$ cat src/uart_shadow_defines.vh
// constants for the shadow data port: offsets, fields, reset values, timing
// assumes byte addresses on a 32-bit register port, word aligned
`ifndef UART_SHADOW_DEFINES_VH
`define UART_SHADOW_DEFINES_VH

`define SLOT_FIRST_ADDR 32'h50001130
`define SLOT_LAST_ADDR 32'h5000116C
`define SLOT_EIGHT_ADDR 32'h50001150
`define LSW_ADDR 32'h50001200
`define FCW_ADDR 32'h50001204
`define MODE_ADDR 32'h50001208
`define DIV_ADDR 32'h5000120C
`define ISTAT_ADDR 32'h50001210
`define IMASK_ADDR 32'h50001214

`define LSW_DR_BIT 0
`define LSW_OE_BIT 1
`define LSW_FE_BIT 3
`define LSW_TX_HOLDING_EMPTY_FLAG_BIT 5
`define LSW_TEMT_BIT 6
`define FCW_EN_BIT 0
`define FCW_RXCLR_BIT 1
`define FCW_TXCLR_BIT 2
`define MODE_IR_BIT 0

`define INT_RX_BIT 0
`define INT_OVR_BIT 1
`define INT_TXE_BIT 2
`define INT_W 3

`define FIFO_DEPTH 5'h10
`define FIFO_AW 4
`define DIV_RESET 16'h000A
`define TICKS_PER_BIT 4'hF
`define TICK_HALF 4'h7
`define IR_PULSE_TICKS 4'h3
`define IR_HOLD_TICKS 5'h10
`define FRAME_BITS 4'h9
`define DATA_BITS 4'h8

`endif

$ cat src/uart_fifo_mem.v
// sixteen by eight storage for one character queue, registered read data
// assumes the owner keeps pointers and counts; one clock, synchronous reset
module uart_fifo_mem (
  input wire mclk_i,
  input wire reset_n_i,
  input wire we_i,
  input wire [3:0] waddr_i,
  input wire [7:0] wdata_i,
  input wire re_i,
  input wire [3:0] raddr_i,
  output reg [7:0] rdata_o
);
  reg [7:0] mem_q [0:15];

  always @(posedge mclk_i) begin
    if (we_i) begin
      mem_q[waddr_i] <= wdata_i;
    end
  end

  always @(posedge mclk_i) begin
    if (!reset_n_i) begin
      rdata_o <= 8'h00;
    end else if (re_i) begin
      rdata_o <= mem_q[raddr_i];
    end
  end
endmodule

$ cat src/uart_shadow_data_port.v
// shadow receive/transmit data slots of a serial port with infrared option
// assumes a register master on mclk_i; serial pins come from outside the clock domain
`include "uart_shadow_defines.vh"

module uart_shadow_data_port (
  input wire mclk_i,
  input wire reset_n_i,
  input wire [31:0] addr_i,
  input wire [31:0] wdata_i,
  input wire wr_i,
  input wire rd_i,
  output wire [31:0] rdata_o,
  input wire sin_i,
  input wire sir_in_i,
  output wire sout_o,
  output wire sir_out_n_o,
  output wire irq_o
);
  localparam RX_IDLE = 2'h0;
  localparam RX_START = 2'h1;
  localparam RX_DATA = 2'h2;
  localparam RX_STOP = 2'h3;
  localparam TX_IDLE = 2'h0;
  localparam TX_LOAD = 2'h1;
  localparam TX_SHIFT = 2'h2;

  function [3:0] ptr_next;
    input [3:0] p;
    begin
      ptr_next = p + 4'h1;
    end
  endfunction

  function [4:0] depth_lim;
    input en;
    begin
      depth_lim = en ? `FIFO_DEPTH : 5'h01;
    end
  endfunction

  ////////////////////////////////////////////////////////////////////////////
  // register decode
  wire slot_hit;
  wire slot_rd;
  wire slot_wr;
  assign slot_hit = (addr_i >= `SLOT_FIRST_ADDR) && (addr_i <= `SLOT_LAST_ADDR) && (addr_i[1:0] == 2'h0);
  assign slot_rd = rd_i && slot_hit;
  assign slot_wr = wr_i && slot_hit;

  reg fifo_en_q;
  reg ir_mode_q;
  reg [15:0] div_q;
  reg [`INT_W-1:0] istat_q;
  reg [`INT_W-1:0] imask_q;
  reg overrun_q;
  reg frame_err_q;
  reg [31:0] rdata_q;
  reg slot_sel_q;
  reg rx_clr;
  reg tx_clr;

  ////////////////////////////////////////////////////////////////////////////
  // queues
  reg [3:0] rx_wp_q;
  reg [3:0] rx_rp_q;
  reg [4:0] rx_cnt_q;
  reg [3:0] tx_wp_q;
  reg [3:0] tx_rp_q;
  reg [4:0] tx_cnt_q;
  wire [7:0] rx_head;
  wire [7:0] tx_head;
  reg rx_push;
  reg [7:0] rx_byte_q;
  wire rx_full;
  wire rx_pop;
  wire rx_we;
  wire [3:0] rx_waddr;
  wire tx_full;
  wire tx_push;
  wire tx_pop;

  assign rx_full = (rx_cnt_q == depth_lim(fifo_en_q));
  assign rx_pop = slot_rd && (rx_cnt_q != 5'h00);
  // full queue keeps its data; single holding register is overwritten
  assign rx_we = rx_push && (!rx_full || !fifo_en_q);
  assign rx_waddr = (rx_full && !fifo_en_q) ? rx_rp_q : rx_wp_q;
  assign tx_full = (tx_cnt_q == depth_lim(fifo_en_q));
  assign tx_push = slot_wr && (!tx_full || !fifo_en_q);

  uart_fifo_mem u_rx_mem (
    .mclk_i(mclk_i),
    .reset_n_i(reset_n_i),
    .we_i(rx_we),
    .waddr_i(rx_waddr),
    .wdata_i(rx_byte_q),
    .re_i(rx_pop),
    .raddr_i(rx_rp_q),
    .rdata_o(rx_head)
  );

  uart_fifo_mem u_tx_mem (
    .mclk_i(mclk_i),
    .reset_n_i(reset_n_i),
    .we_i(tx_push),
    .waddr_i((tx_full && !fifo_en_q) ? tx_rp_q : tx_wp_q),
    .wdata_i(wdata_i[7:0]),
    .re_i(tx_pop),
    .raddr_i(tx_rp_q),
    .rdata_o(tx_head)
  );

  always @(posedge mclk_i) begin
    if (!reset_n_i || rx_clr) begin
      rx_wp_q <= 4'h0;
      rx_rp_q <= 4'h0;
      rx_cnt_q <= 5'h00;
    end else begin
      if (rx_pop) begin
        rx_rp_q <= ptr_next(rx_rp_q);
      end
      if (rx_we && !rx_full) begin
        rx_wp_q <= ptr_next(rx_wp_q);
      end
      if ((rx_we && !rx_full) && !rx_pop) begin
        rx_cnt_q <= rx_cnt_q + 5'h01;
      end else if (!(rx_we && !rx_full) && rx_pop) begin
        rx_cnt_q <= rx_cnt_q - 5'h01;
      end
    end
  end

  always @(posedge mclk_i) begin
    if (!reset_n_i || tx_clr) begin
      tx_wp_q <= 4'h0;
      tx_rp_q <= 4'h0;
      tx_cnt_q <= 5'h00;
    end else begin
      if (tx_pop) begin
        tx_rp_q <= ptr_next(tx_rp_q);
      end
      // a write to the full single holder replaces the byte in place
      if (tx_push && !tx_full) begin
        tx_wp_q <= ptr_next(tx_wp_q);
      end
      if ((tx_push && !tx_full) && !tx_pop) begin
        tx_cnt_q <= tx_cnt_q + 5'h01;
      end else if (!(tx_push && !tx_full) && tx_pop) begin
        tx_cnt_q <= tx_cnt_q - 5'h01;
      end
    end
  end

  ////////////////////////////////////////////////////////////////////////////
  // baud tick and pin synchronisers
  reg [15:0] div_cnt_q;
  wire tick;
  assign tick = (div_cnt_q == 16'h0000);

  always @(posedge mclk_i) begin
    if (!reset_n_i || tick) begin
      div_cnt_q <= div_q;
    end else begin
      div_cnt_q <= div_cnt_q - 16'h0001;
    end
  end

  reg [2:0] sin_sync_q;
  reg [2:0] sir_sync_q;
  reg sin_q;
  reg sir_q;
  always @(posedge mclk_i) begin
    if (!reset_n_i) begin
      sin_sync_q <= 3'h7;
      sir_sync_q <= 3'h0;
      sin_q <= 1'b1;
      sir_q <= 1'b0;
    end else begin
      sin_sync_q <= {sin_sync_q[1:0], sin_i};
      sir_sync_q <= {sir_sync_q[1:0], sir_in_i};
      if (sin_sync_q[1] == sin_sync_q[2]) begin
        sin_q <= sin_sync_q[2];
      end
      if (sir_sync_q[1] == sir_sync_q[2]) begin
        sir_q <= sir_sync_q[2];
      end
    end
  end

  // an infrared pulse marks a zero bit; hold it low for one bit time
  reg [4:0] ir_hold_q;
  always @(posedge mclk_i) begin
    if (!reset_n_i) begin
      ir_hold_q <= 5'h00;
    end else if (sir_q) begin
      ir_hold_q <= `IR_HOLD_TICKS;
    end else if (tick && (ir_hold_q != 5'h00)) begin
      ir_hold_q <= ir_hold_q - 5'h01;
    end
  end

  wire rx_line;
  assign rx_line = ir_mode_q ? (ir_hold_q == 5'h00) : sin_q;

  ////////////////////////////////////////////////////////////////////////////
  // receiver
  reg [1:0] rx_st_q;
  reg [3:0] rx_tk_q;
  reg [3:0] rx_bit_q;
  always @(posedge mclk_i) begin
    if (!reset_n_i) begin
      rx_st_q <= RX_IDLE;
      rx_tk_q <= 4'h0;
      rx_bit_q <= 4'h0;
      rx_byte_q <= 8'h00;
      rx_push <= 1'b0;
      frame_err_q <= 1'b0;
    end else begin
      rx_push <= 1'b0;
      if (tick) begin
        rx_tk_q <= rx_tk_q + 4'h1;
        case (rx_st_q)
          RX_IDLE: begin
            rx_tk_q <= 4'h0;
            if (!rx_line) begin
              rx_st_q <= RX_START;
            end
          end
          RX_START: begin
            if (rx_tk_q == `TICK_HALF) begin
              rx_tk_q <= 4'h0;
              rx_bit_q <= 4'h0;
              rx_st_q <= rx_line ? RX_IDLE : RX_DATA;
            end
          end
          RX_DATA: begin
            if (rx_tk_q == `TICKS_PER_BIT) begin
              rx_byte_q <= {rx_line, rx_byte_q[7:1]};
              rx_bit_q <= rx_bit_q + 4'h1;
              if (rx_bit_q == `DATA_BITS - 4'h1) begin
                rx_st_q <= RX_STOP;
              end
            end
          end
          RX_STOP: begin
            if (rx_tk_q == `TICKS_PER_BIT) begin
              rx_push <= 1'b1;
              frame_err_q <= !rx_line;
              rx_st_q <= RX_IDLE;
            end
          end
          default: rx_st_q <= RX_IDLE;
        endcase
      end
    end
  end

  ////////////////////////////////////////////////////////////////////////////
  // transmitter
  reg [1:0] tx_st_q;
  reg [9:0] tx_sh_q;
  reg [3:0] tx_tk_q;
  reg [3:0] tx_bit_q;
  assign tx_pop = (tx_st_q == TX_IDLE) && (tx_cnt_q != 5'h00);

  always @(posedge mclk_i) begin
    if (!reset_n_i) begin
      tx_st_q <= TX_IDLE;
      tx_sh_q <= 10'h3FF;
      tx_tk_q <= 4'h0;
      tx_bit_q <= 4'h0;
    end else begin
      case (tx_st_q)
        TX_IDLE: begin
          if (tx_pop) begin
            tx_st_q <= TX_LOAD;
          end
        end
        TX_LOAD: begin
          tx_sh_q <= {1'b1, tx_head, 1'b0};
          tx_tk_q <= 4'h0;
          tx_bit_q <= 4'h0;
          tx_st_q <= TX_SHIFT;
        end
        TX_SHIFT: begin
          if (tick) begin
            tx_tk_q <= tx_tk_q + 4'h1;
            if (tx_tk_q == `TICKS_PER_BIT) begin
              tx_sh_q <= {1'b1, tx_sh_q[9:1]};
              tx_bit_q <= tx_bit_q + 4'h1;
              if (tx_bit_q == `FRAME_BITS) begin
                tx_st_q <= TX_IDLE;
              end
            end
          end
        end
        default: tx_st_q <= TX_IDLE;
      endcase
    end
  end

  reg sout_q;
  reg sir_out_n_q;
  always @(posedge mclk_i) begin
    if (!reset_n_i) begin
      sout_q <= 1'b1;
      sir_out_n_q <= 1'b1;
    end else begin
      sout_q <= ir_mode_q ? 1'b1 : tx_sh_q[0];
      sir_out_n_q <= !(ir_mode_q && (tx_st_q == TX_SHIFT) && !tx_sh_q[0] && (tx_tk_q < `IR_PULSE_TICKS));
    end
  end
  assign sout_o = sout_q;
  assign sir_out_n_o = sir_out_n_q;

  ////////////////////////////////////////////////////////////////////////////
  // status, interrupts and register access
  wire tx_holding_empty_flag;
  wire temt;
  wire [7:0] lsw;
  wire ovr_event;
  wire [`INT_W-1:0] int_set;
  assign tx_holding_empty_flag = (tx_cnt_q == 5'h00);
  assign temt = tx_holding_empty_flag && (tx_st_q == TX_IDLE);
  assign ovr_event = rx_push && rx_full;
  assign lsw = {1'b0, temt, tx_holding_empty_flag, 1'b0, frame_err_q, 1'b0, overrun_q, (rx_cnt_q != 5'h00)};
  assign int_set = {(tx_pop && (tx_cnt_q == 5'h01)), ovr_event, rx_push};
  assign irq_o = |(istat_q & imask_q);

  always @* begin
    rx_clr = wr_i && (addr_i == `FCW_ADDR) && wdata_i[`FCW_RXCLR_BIT];
    tx_clr = wr_i && (addr_i == `FCW_ADDR) && wdata_i[`FCW_TXCLR_BIT];
  end

  always @(posedge mclk_i) begin
    if (!reset_n_i) begin
      fifo_en_q <= 1'b0;
      ir_mode_q <= 1'b0;
      div_q <= `DIV_RESET;
      imask_q <= {`INT_W{1'b0}};
      istat_q <= {`INT_W{1'b0}};
      overrun_q <= 1'b0;
    end else begin
      if (wr_i && (addr_i == `FCW_ADDR)) begin
        fifo_en_q <= wdata_i[`FCW_EN_BIT];
      end
      if (wr_i && (addr_i == `MODE_ADDR)) begin
        ir_mode_q <= wdata_i[`MODE_IR_BIT];
      end
      if (wr_i && (addr_i == `DIV_ADDR)) begin
        div_q <= wdata_i[15:0];
      end
      if (wr_i && (addr_i == `IMASK_ADDR)) begin
        imask_q <= wdata_i[`INT_W-1:0];
      end
      // set wins over the write-one clear
      if (wr_i && (addr_i == `ISTAT_ADDR)) begin
        istat_q <= (istat_q & ~wdata_i[`INT_W-1:0]) | int_set;
      end else begin
        istat_q <= istat_q | int_set;
      end
      // overrun is cleared by reading the line status word, new overrun wins
      if (ovr_event) begin
        overrun_q <= 1'b1;
      end else if (rd_i && (addr_i == `LSW_ADDR)) begin
        overrun_q <= 1'b0;
      end
    end
  end

  always @(posedge mclk_i) begin
    if (!reset_n_i) begin
      rdata_q <= 32'h00000000;
      slot_sel_q <= 1'b0;
    end else begin
      slot_sel_q <= slot_rd;
      rdata_q <= 32'h00000000;
      if (rd_i) begin
        case (addr_i)
          `LSW_ADDR: rdata_q <= {24'h000000, lsw};
          `FCW_ADDR: rdata_q <= {31'h00000000, fifo_en_q};
          `MODE_ADDR: rdata_q <= {31'h00000000, ir_mode_q};
          `DIV_ADDR: rdata_q <= {16'h0000, div_q};
          `ISTAT_ADDR: rdata_q <= {29'h00000000, istat_q};
          `IMASK_ADDR: rdata_q <= {29'h00000000, imask_q};
          default: rdata_q <= 32'h00000000;
        endcase
      end
    end
  end

  // slot reads return the registered head byte, bits above read zero
  assign rdata_o = slot_sel_q ? {24'h000000, rx_head} : rdata_q;
endmodule

$ cat config.mk
export PLATFORM = sky130hd
export DESIGN_NAME = uart_shadow_data_port
export DESIGN_NICKNAME = d
export VERILOG_FILES = /design/src/uart_fifo_mem.v /design/src/uart_shadow_data_port.v
export VERILOG_INCLUDE_DIRS = /design/src
export SDC_FILE = /design/constraint.sdc
export NUM_CORES = 1
export LEC_CHECK = 0
export BUFFER_PORTS_ARGS = -buffer_cell sky130_fd_sc_hd__buf_2
export CORE_MARGIN = 1.5
export CORE_UTILIZATION = 50
export CTS_BUF_LIST = sky130_fd_sc_hd__clkbuf_16
export CTS_CLUSTER_SIZE = 12
export DETAILED_ROUTE_END_ITERATION = 10
export PLACE_DENSITY = 0.72
export SLEW_MARGIN = 0
export SYNTH_ARGS = -nofsm -noshare
export SYNTH_HDL_FRONTEND = slang
export SYNTH_HIERARCHICAL = 1
export SYNTH_SLANG_ARGS = --single-unit
$ cat constraint.sdc
create_clock -name mclk_i -period 9 [get_ports mclk_i]
set_clock_uncertainty 0.1 [all_clocks]
set_input_delay 0.45 -clock mclk_i [delete_from_list [all_inputs] [get_ports mclk_i]]
set_output_delay 0.45 -clock mclk_i [all_outputs]
set_load 0.01 [all_outputs]
### Word-level counts from Yosys, hierarchy flattened

Memories as Yosys holds them, arrays and structs flattened. A register that Yosys moved wholly into a read port is not among the register bits.
Index checks and enable logic that the tools add are counted.

| storage, ports and cells | value |
|---|---|
| RAM bits | 256 |
| bits in read-only memories | 0 |
| memories kept | 2 |
| word-level logic and storage cells | 210 |
| output and inout port bits | 35 |
| bits of input ports | 70 |
| bits in latches | 0 |
| register bits after elaboration | 155 |

| operators by class | value |
|---|---|
| equal/unequal tests | 30 |
| shift-type cells | 0 |
| reduce and logical (&&, ||, !) cells | 76 |
| add/sub/neg operators | 14 |
| divide/modulo/power cells | 0 |
| multiply operators | 0 |
| bitwise logic cells | 6 |
| muxes and demuxes | 46 |
| $lt $le $gt $ge | 3 |

Memory list:

| memory | words | width | read ports | clocked after Yosys merged registers in | wr ports | RTL line | text |
|---|---|---|---|---|---|---|---|
| u_rx_mem.mem_q | 16 | 8 | 1 | 1 | 1 | uart_fifo_mem.v:13 | `reg [7:0] mem_q [0:15];` |
| u_tx_mem.mem_q | 16 | 8 | 1 | 1 | 1 | uart_fifo_mem.v:13 |  |

Operators with widths:

| kind | number |
|---|---|
| $eq 32x31->1 const B | 6 |
| $pmux 16 s6 | 1 |
| $mux 5 | 7 |
| $add 4x1->4 const B | 8 |
| $ge 32x31->1 const B | 1 |
| $le 32x31->1 const B | 1 |
| $mux 32 | 1 |
| $mux 4 | 8 |
| $pmux 4 s2 | 4 |
| $logic_and 1x1->1 | 31 |
| $mux 10 | 2 |
| $mux 2 | 10 |
| $pmux 10 s2 | 1 |
| $ne 2x2->1 const B | 9 |
| $logic_not 16->1 | 1 |
| $mux 16 | 1 |
| $sub 16x1->16 const B | 1 |
| $reduce_bool 5->1 | 3 |
| $sub 5x1->5 const B | 3 |
| $logic_not 1->1 | 13 |
| $eq 4x4->1 const B | 3 |
| $reduce_and 3->1 | 4 |
| $reduce_bool 2->1 | 6 |
| $add 5x1->5 const B | 2 |
| 23 further kinds | 48 |

### Longest topological paths before layout

| logic depth | value |
|---|---|
| depth after elaboration | 10 |
| mapped depth | 14 |
| depth with buffers taken out | 12 |

### Cells and area by module

The synthesis kept the hierarchy.

By module, submodules not included:

| module | instances | seq. area each (µm²) | area each (µm²) | cells each |
|---|---|---|---|---|
| uart_fifo_mem | 2 | 4003.8 | 5351.4 | 318 |
| uart_shadow_data_port | 1 | 2762.6 | 6822.8 | 791 |

### Worst setup path before layout

Ideal clock, no wire load.

| timing | value |
|---|---|
| path type | input to register |
| start point | in addr_i[2] |
| end point | mem u_tx_mem.mem_q[0][0], enable pin |
| stages on the path | 9 |
| required time | 8.517 ns |
| setup time | 0.383 ns |
| slack | 5.356 ns |
| data arrival time | 3.161 ns |
| path buffers | 3 |
| path through | clkbuf_1 and2_0 clkbuf_1 a32o_1 nand3_1 clkbuf_1 nor4_1 or3b_1 nor3_1 |

| on the way | value |
|---|---|
| word-level cells in the longest chain between the ends | 7 |
| elaborated cells between the ends (all ways) | 8 |
| classes of those cells | order compare (2); mux (2); reduce/logical (4) |

Ends and longest elaborated chain:

| what | RTL line | text |
|---|---|---|
| start: declaration | uart_shadow_data_port.v:8 | `input wire [31:0] addr_i,` |
| $ge 32x31->1 (no line) / $le 32x31->1 (equally long branches) | n/a |  |
| $logic_and 1x1->1 (*) (2 in series) | uart_shadow_data_port.v:46 | `` assign slot_hit = (addr_i >= `SLOT_FIRST_ADDR) && (addr_i <= `SLOT_LAST_ADDR) && (addr_i[1:0] == 2'h0); `` |
| $logic_and 1x1->1 (*) | uart_shadow_data_port.v:48 | `assign slot_wr = wr_i && slot_hit;` |
| $logic_and 1x1->1 (*) | uart_shadow_data_port.v:88 | `assign tx_push = slot_wr && (!tx_full \|\| !fifo_en_q);` |
| net tx_push | uart_shadow_data_port.v:79 | `wire tx_push;` |
| $mux 1 (*) | uart_fifo_mem.v:16 | `if (we_i) begin` |
| $mux 1 (not written as such) (*) | uart_fifo_mem.v:17 | `mem_q[waddr_i] <= wdata_i;` |
| end: declaration | uart_fifo_mem.v:13 |  |

The timed path passes the listed nets; every way through them passes the cells marked *.

### Worst setup path after layout

| timing | value |
|---|---|
| start point | in addr_i[2] |
| end point | mem u_tx_mem.mem_q[8][0], enable pin |

Same word-level chain as after synthesis.

==> metrics <==
area overhead of the layout relative to synthesis=10.46%; Routed Antenna Nets=0; ratio of total power to cell area=214.1 nW/um2; cell-by-cell trace of the critical path=buf_2, and2_0, a32o_1, nand3_1, nor4_1, nand3b_1, nor3_1; full die area=36180 um2; maximum number of buffers from clock root to sink=3; portion of the post-synthesis area used by sequential elements=61.45%; number of top-level pins=105; number of remaining DRC errors=0; CTS buffer count=43; initial antenna violation count=0; Data required, critical path=9.06 ns; Skew-Pair Late Insertion Delay=0.56 ns; Final TNS setup=0 ns; kind of critical path=primary input to flip-flop; RSZ-0062 raised after global routing=false; Critical Path Sink Type=flip-flop; post-synthesis xor/xnor area fraction=1.399%; hpwl dp=24.27 mm; total number of vias=11340; Net count, final=1577; GRT overflow=0; netlist area before placement=17530 um2; clock sink count=410; number of detailed-route iterations in the first pass=5; Post-Syn Area per Cell=12.28 um2; core area=34540 um2; share of cells above drive strength 1=11.45%; post-route worst hold slack=0.03831 ns; global-route wire length before repair=57.94 mm; Core Util, Final=56.04%; floorplan row count=68; number of DRC markers in iteration 0=846; number of buffers inserted by hold repair at cts=2; instance count of the mapped netlist=1427; setup repair bufs after CTS=0; WP buf/inv=1; warning count from the yosys run=6; average detailed-routed wire length per instance=18.73 um; cells resized by post-CTS repair=0; final count of negative-setup-slack endpoints=0; shortest period the worst path allows=4.081 ns; count of flip-flops with a built-in enable after synthesis=256; portion of netlist area occupied by mux cells=10.70%; Slew @ Worst Pin=1.305 ns; most used flip-flop cell after synthesis=sky130_fd_sc_hd__edfxtp_1; largest net degree at the start of global routing=67; pre-CTS setup slack=4.383 ns; number of synthesized register bits=410; cell types occupying the most area after synthesis=sky130_fd_sc_hd__edfxtp_1 (44%), sky130_fd_sc_hd__dfxtp_1 (18%), sky130_fd_sc_hd__mux2i_1 (9.5%); via count of the first global-routing pass=10850; CTS H-tree depth=2; compound-cell area share of the yosys netlist=7.375%; Port Buffer Count=72; antenna cell count=0; area share of fa/ha/maj cells after synthesis=1.613%; number of unique standard cell types used by synthesis=67; type of the most critical hold path=primary input to flip-flop; Initial Utilization=50.74%; Max stage delay on crit path=1.05 ns; data arrival time of the critical path=4.14 ns; GP Congestion=0.8854; final max-slew violation count=0; number of max-capacitance violations reported=0; largest family of logic cells by synthesized area=simple AND/OR/NAND/NOR gates; top cell type by total area after synthesis=sky130_fd_sc_hd__edfxtp_1; WL final=36.98 mm; total count of hold-check failures in the final report=0; slowest CP cell=sky130_fd_sc_hd__nor3_1; share of the synthesized area in the top cell type=43.86%; ratio of routed vias to standard cells=5.745; chip width=190.2 um; sort of element at the start of the critical path=primary input; highest-count cells in the layout ignoring fill and taps=sky130_fd_sc_hd__edfxtp_1 (256), sky130_fd_sc_hd__mux2i_1 (166), sky130_fd_sc_hd__dfxtp_1 (152), sky130_fd_sc_hd__nor2_1 (117), sky130_fd_sc_hd__nand3_1 (94); async set-or-reset flop fraction in the synthesized netlist=0%; cell family contributing the most delay on the critical path=simple AND/OR/NAND/NOR gates; run status=finished clean; leading cell type in the layout, fill and taps excluded=sky130_fd_sc_hd__edfxtp_1; post-route clock period utilization=45.34%; highest achievable clock rate=245.0 MHz; Post-Synth Simple-Gate Area=13.49%; worst vdd ir=0.0001714 V; Max-slew headroom=12.35%; die outline height=190.2 um; TritonCTS clock tree=yes; smallest setup slack after layout=4.919 ns; crit path max fanout=18; clock-pin slew on the worst setup and hold paths=0.06 ns; clock root buffer master=sky130_fd_sc_hd__clkbuf_16; all-layer global routing usage=20.42%; reported leakage power=6.574 nW
path summary, 6_finish.rpt:
check	from	to	slack (ns)	cells past startpoint
min reg2reg	sin_sync_q[0]$_SDFF_PN1_	sin_sync_q[1]$_SDFF_PN1_	0.32	1
max reg2reg	rx_cnt_q[0]$_SDFFE_PP0P_	u_rx_mem/mem_q[0][3]$_DFFE_PP_	5.13	6
min	wdata_i[10]	div_q[10]$_SDFFE_PN0P_	0.04	3
max	addr_i[2]	u_tx_mem/mem_q[8][0]$_DFFE_PP_	4.92	7
Yosys cell counts (3+ instances only):
library cell	n
sky130_fd_sc_hd__a21o_1	4
sky130_fd_sc_hd__a21oi_1	72
sky130_fd_sc_hd__a22oi_1	49
sky130_fd_sc_hd__a311oi_1	3
sky130_fd_sc_hd__a31oi_1	14
sky130_fd_sc_hd__and2_1	17
sky130_fd_sc_hd__and3_1	7
sky130_fd_sc_hd__buf_1	7
sky130_fd_sc_hd__buf_12	4
sky130_fd_sc_hd__buf_2	14
sky130_fd_sc_hd__buf_4	22
sky130_fd_sc_hd__buf_6	7
sky130_fd_sc_hd__buf_8	4
sky130_fd_sc_hd__clkbuf_1	29
sky130_fd_sc_hd__dfxtp_1	154
sky130_fd_sc_hd__edfxtp_1	256
sky130_fd_sc_hd__ha_1	21
sky130_fd_sc_hd__inv_1	27
sky130_fd_sc_hd__mux2_2	17
sky130_fd_sc_hd__mux2i_1	166
sky130_fd_sc_hd__nand2_1	80
sky130_fd_sc_hd__nand2b_1	9
sky130_fd_sc_hd__nand3_1	94
sky130_fd_sc_hd__nand3b_1	10
sky130_fd_sc_hd__nand4_1	16
sky130_fd_sc_hd__nor2_1	118
sky130_fd_sc_hd__nor2_2	4
sky130_fd_sc_hd__nor2b_1	16
sky130_fd_sc_hd__nor3_1	31
sky130_fd_sc_hd__nor3b_1	3
sky130_fd_sc_hd__nor4_1	9
sky130_fd_sc_hd__nor4b_1	4
sky130_fd_sc_hd__o21ai_0	33
sky130_fd_sc_hd__o31a_1	7
sky130_fd_sc_hd__o31ai_1	7
sky130_fd_sc_hd__or3_1	13
sky130_fd_sc_hd__or4_1	13
sky130_fd_sc_hd__or4_4	3
sky130_fd_sc_hd__xnor2_1	14
sky130_fd_sc_hd__xor2_1	14
per-stage QoR:
stage / area, um2 / std cells / power [mW]
after detailed placement: 18010 / 1893 / 2.554
after global routing: 19360 / 1974 / 4.304
final: 19360 / 1974 / 4.145
after global placement: 18010 / 1893 / 2.538
after CTS: 19360 / 1974 / 4.171
after floorplan: 17580 / 1442 / 2.453
power by group:
part | internal, mW | total (mW) | switching [mW]
registers | 2.05 | 2.11 | 0.0685
logic | 0.164 | 0.404 | 0.240
clock network | 0.924 | 1.63 | 0.704
tightest hold or removal path, cell delays in order:
cell and delay [ns]:
sky130_fd_sc_hd__buf_2 0.08, sky130_fd_sc_hd__mux2i_1 0.06, sky130_fd_sc_hd__nor2_1 0.07
cells by family (layout without fill, tap and decap cells):
logic type,after synthesis,after routing
adders and majority gates,22,22
DFF,410,410
AOI/OAI and AO/OA,205,205
muxes,184,184
xor gates and xnor gates,28,28
and+or+nand+nor,463,463
buffers and inverters,114,191
other,1,16
cell type report:
type / instances / area [um2]
fill: 2845 / 15180
sequential: 410 / 10780
multi-input combinational: 918 / 6123
clock buffer: 46 / 1151
tap: 455 / 569.3
timing repair buffer: 85 / 462.9
clock inverter: 33 / 172.7
inverter: 27 / 101.3
state kept, by name, summed over array words and instances (netlist names), 4 cells and up, named ones only:
register,flops
tx_cnt_q,5
div_q,16
tx_wp_q,4
rx_bit_q,4
tx_rp_q,4
ir_hold_q,5
rx_rp_q,4
u_rx_mem/mem_q,128
tx_bit_q,4
u_tx_mem/mem_q,128
rdata_q,16
tx_tk_q,4
rx_byte_q,8
u_tx_mem/rdata_o,8
tx_sh_q,9
div_cnt_q,16
u_rx_mem/rdata_o,8
rx_wp_q,4
rx_tk_q,4
rx_cnt_q,5
per-layer routing:
layer	global-route usage, %	vias up	wire length (um)
li1	-	5402	-
met1	27.02	5504	15990
met2	34.60	356	17920
met3	3.092	79	2095
met4	6.481	0	972
met5	0	-	0
No activity file was read; power rests on OpenSTA's default activity.
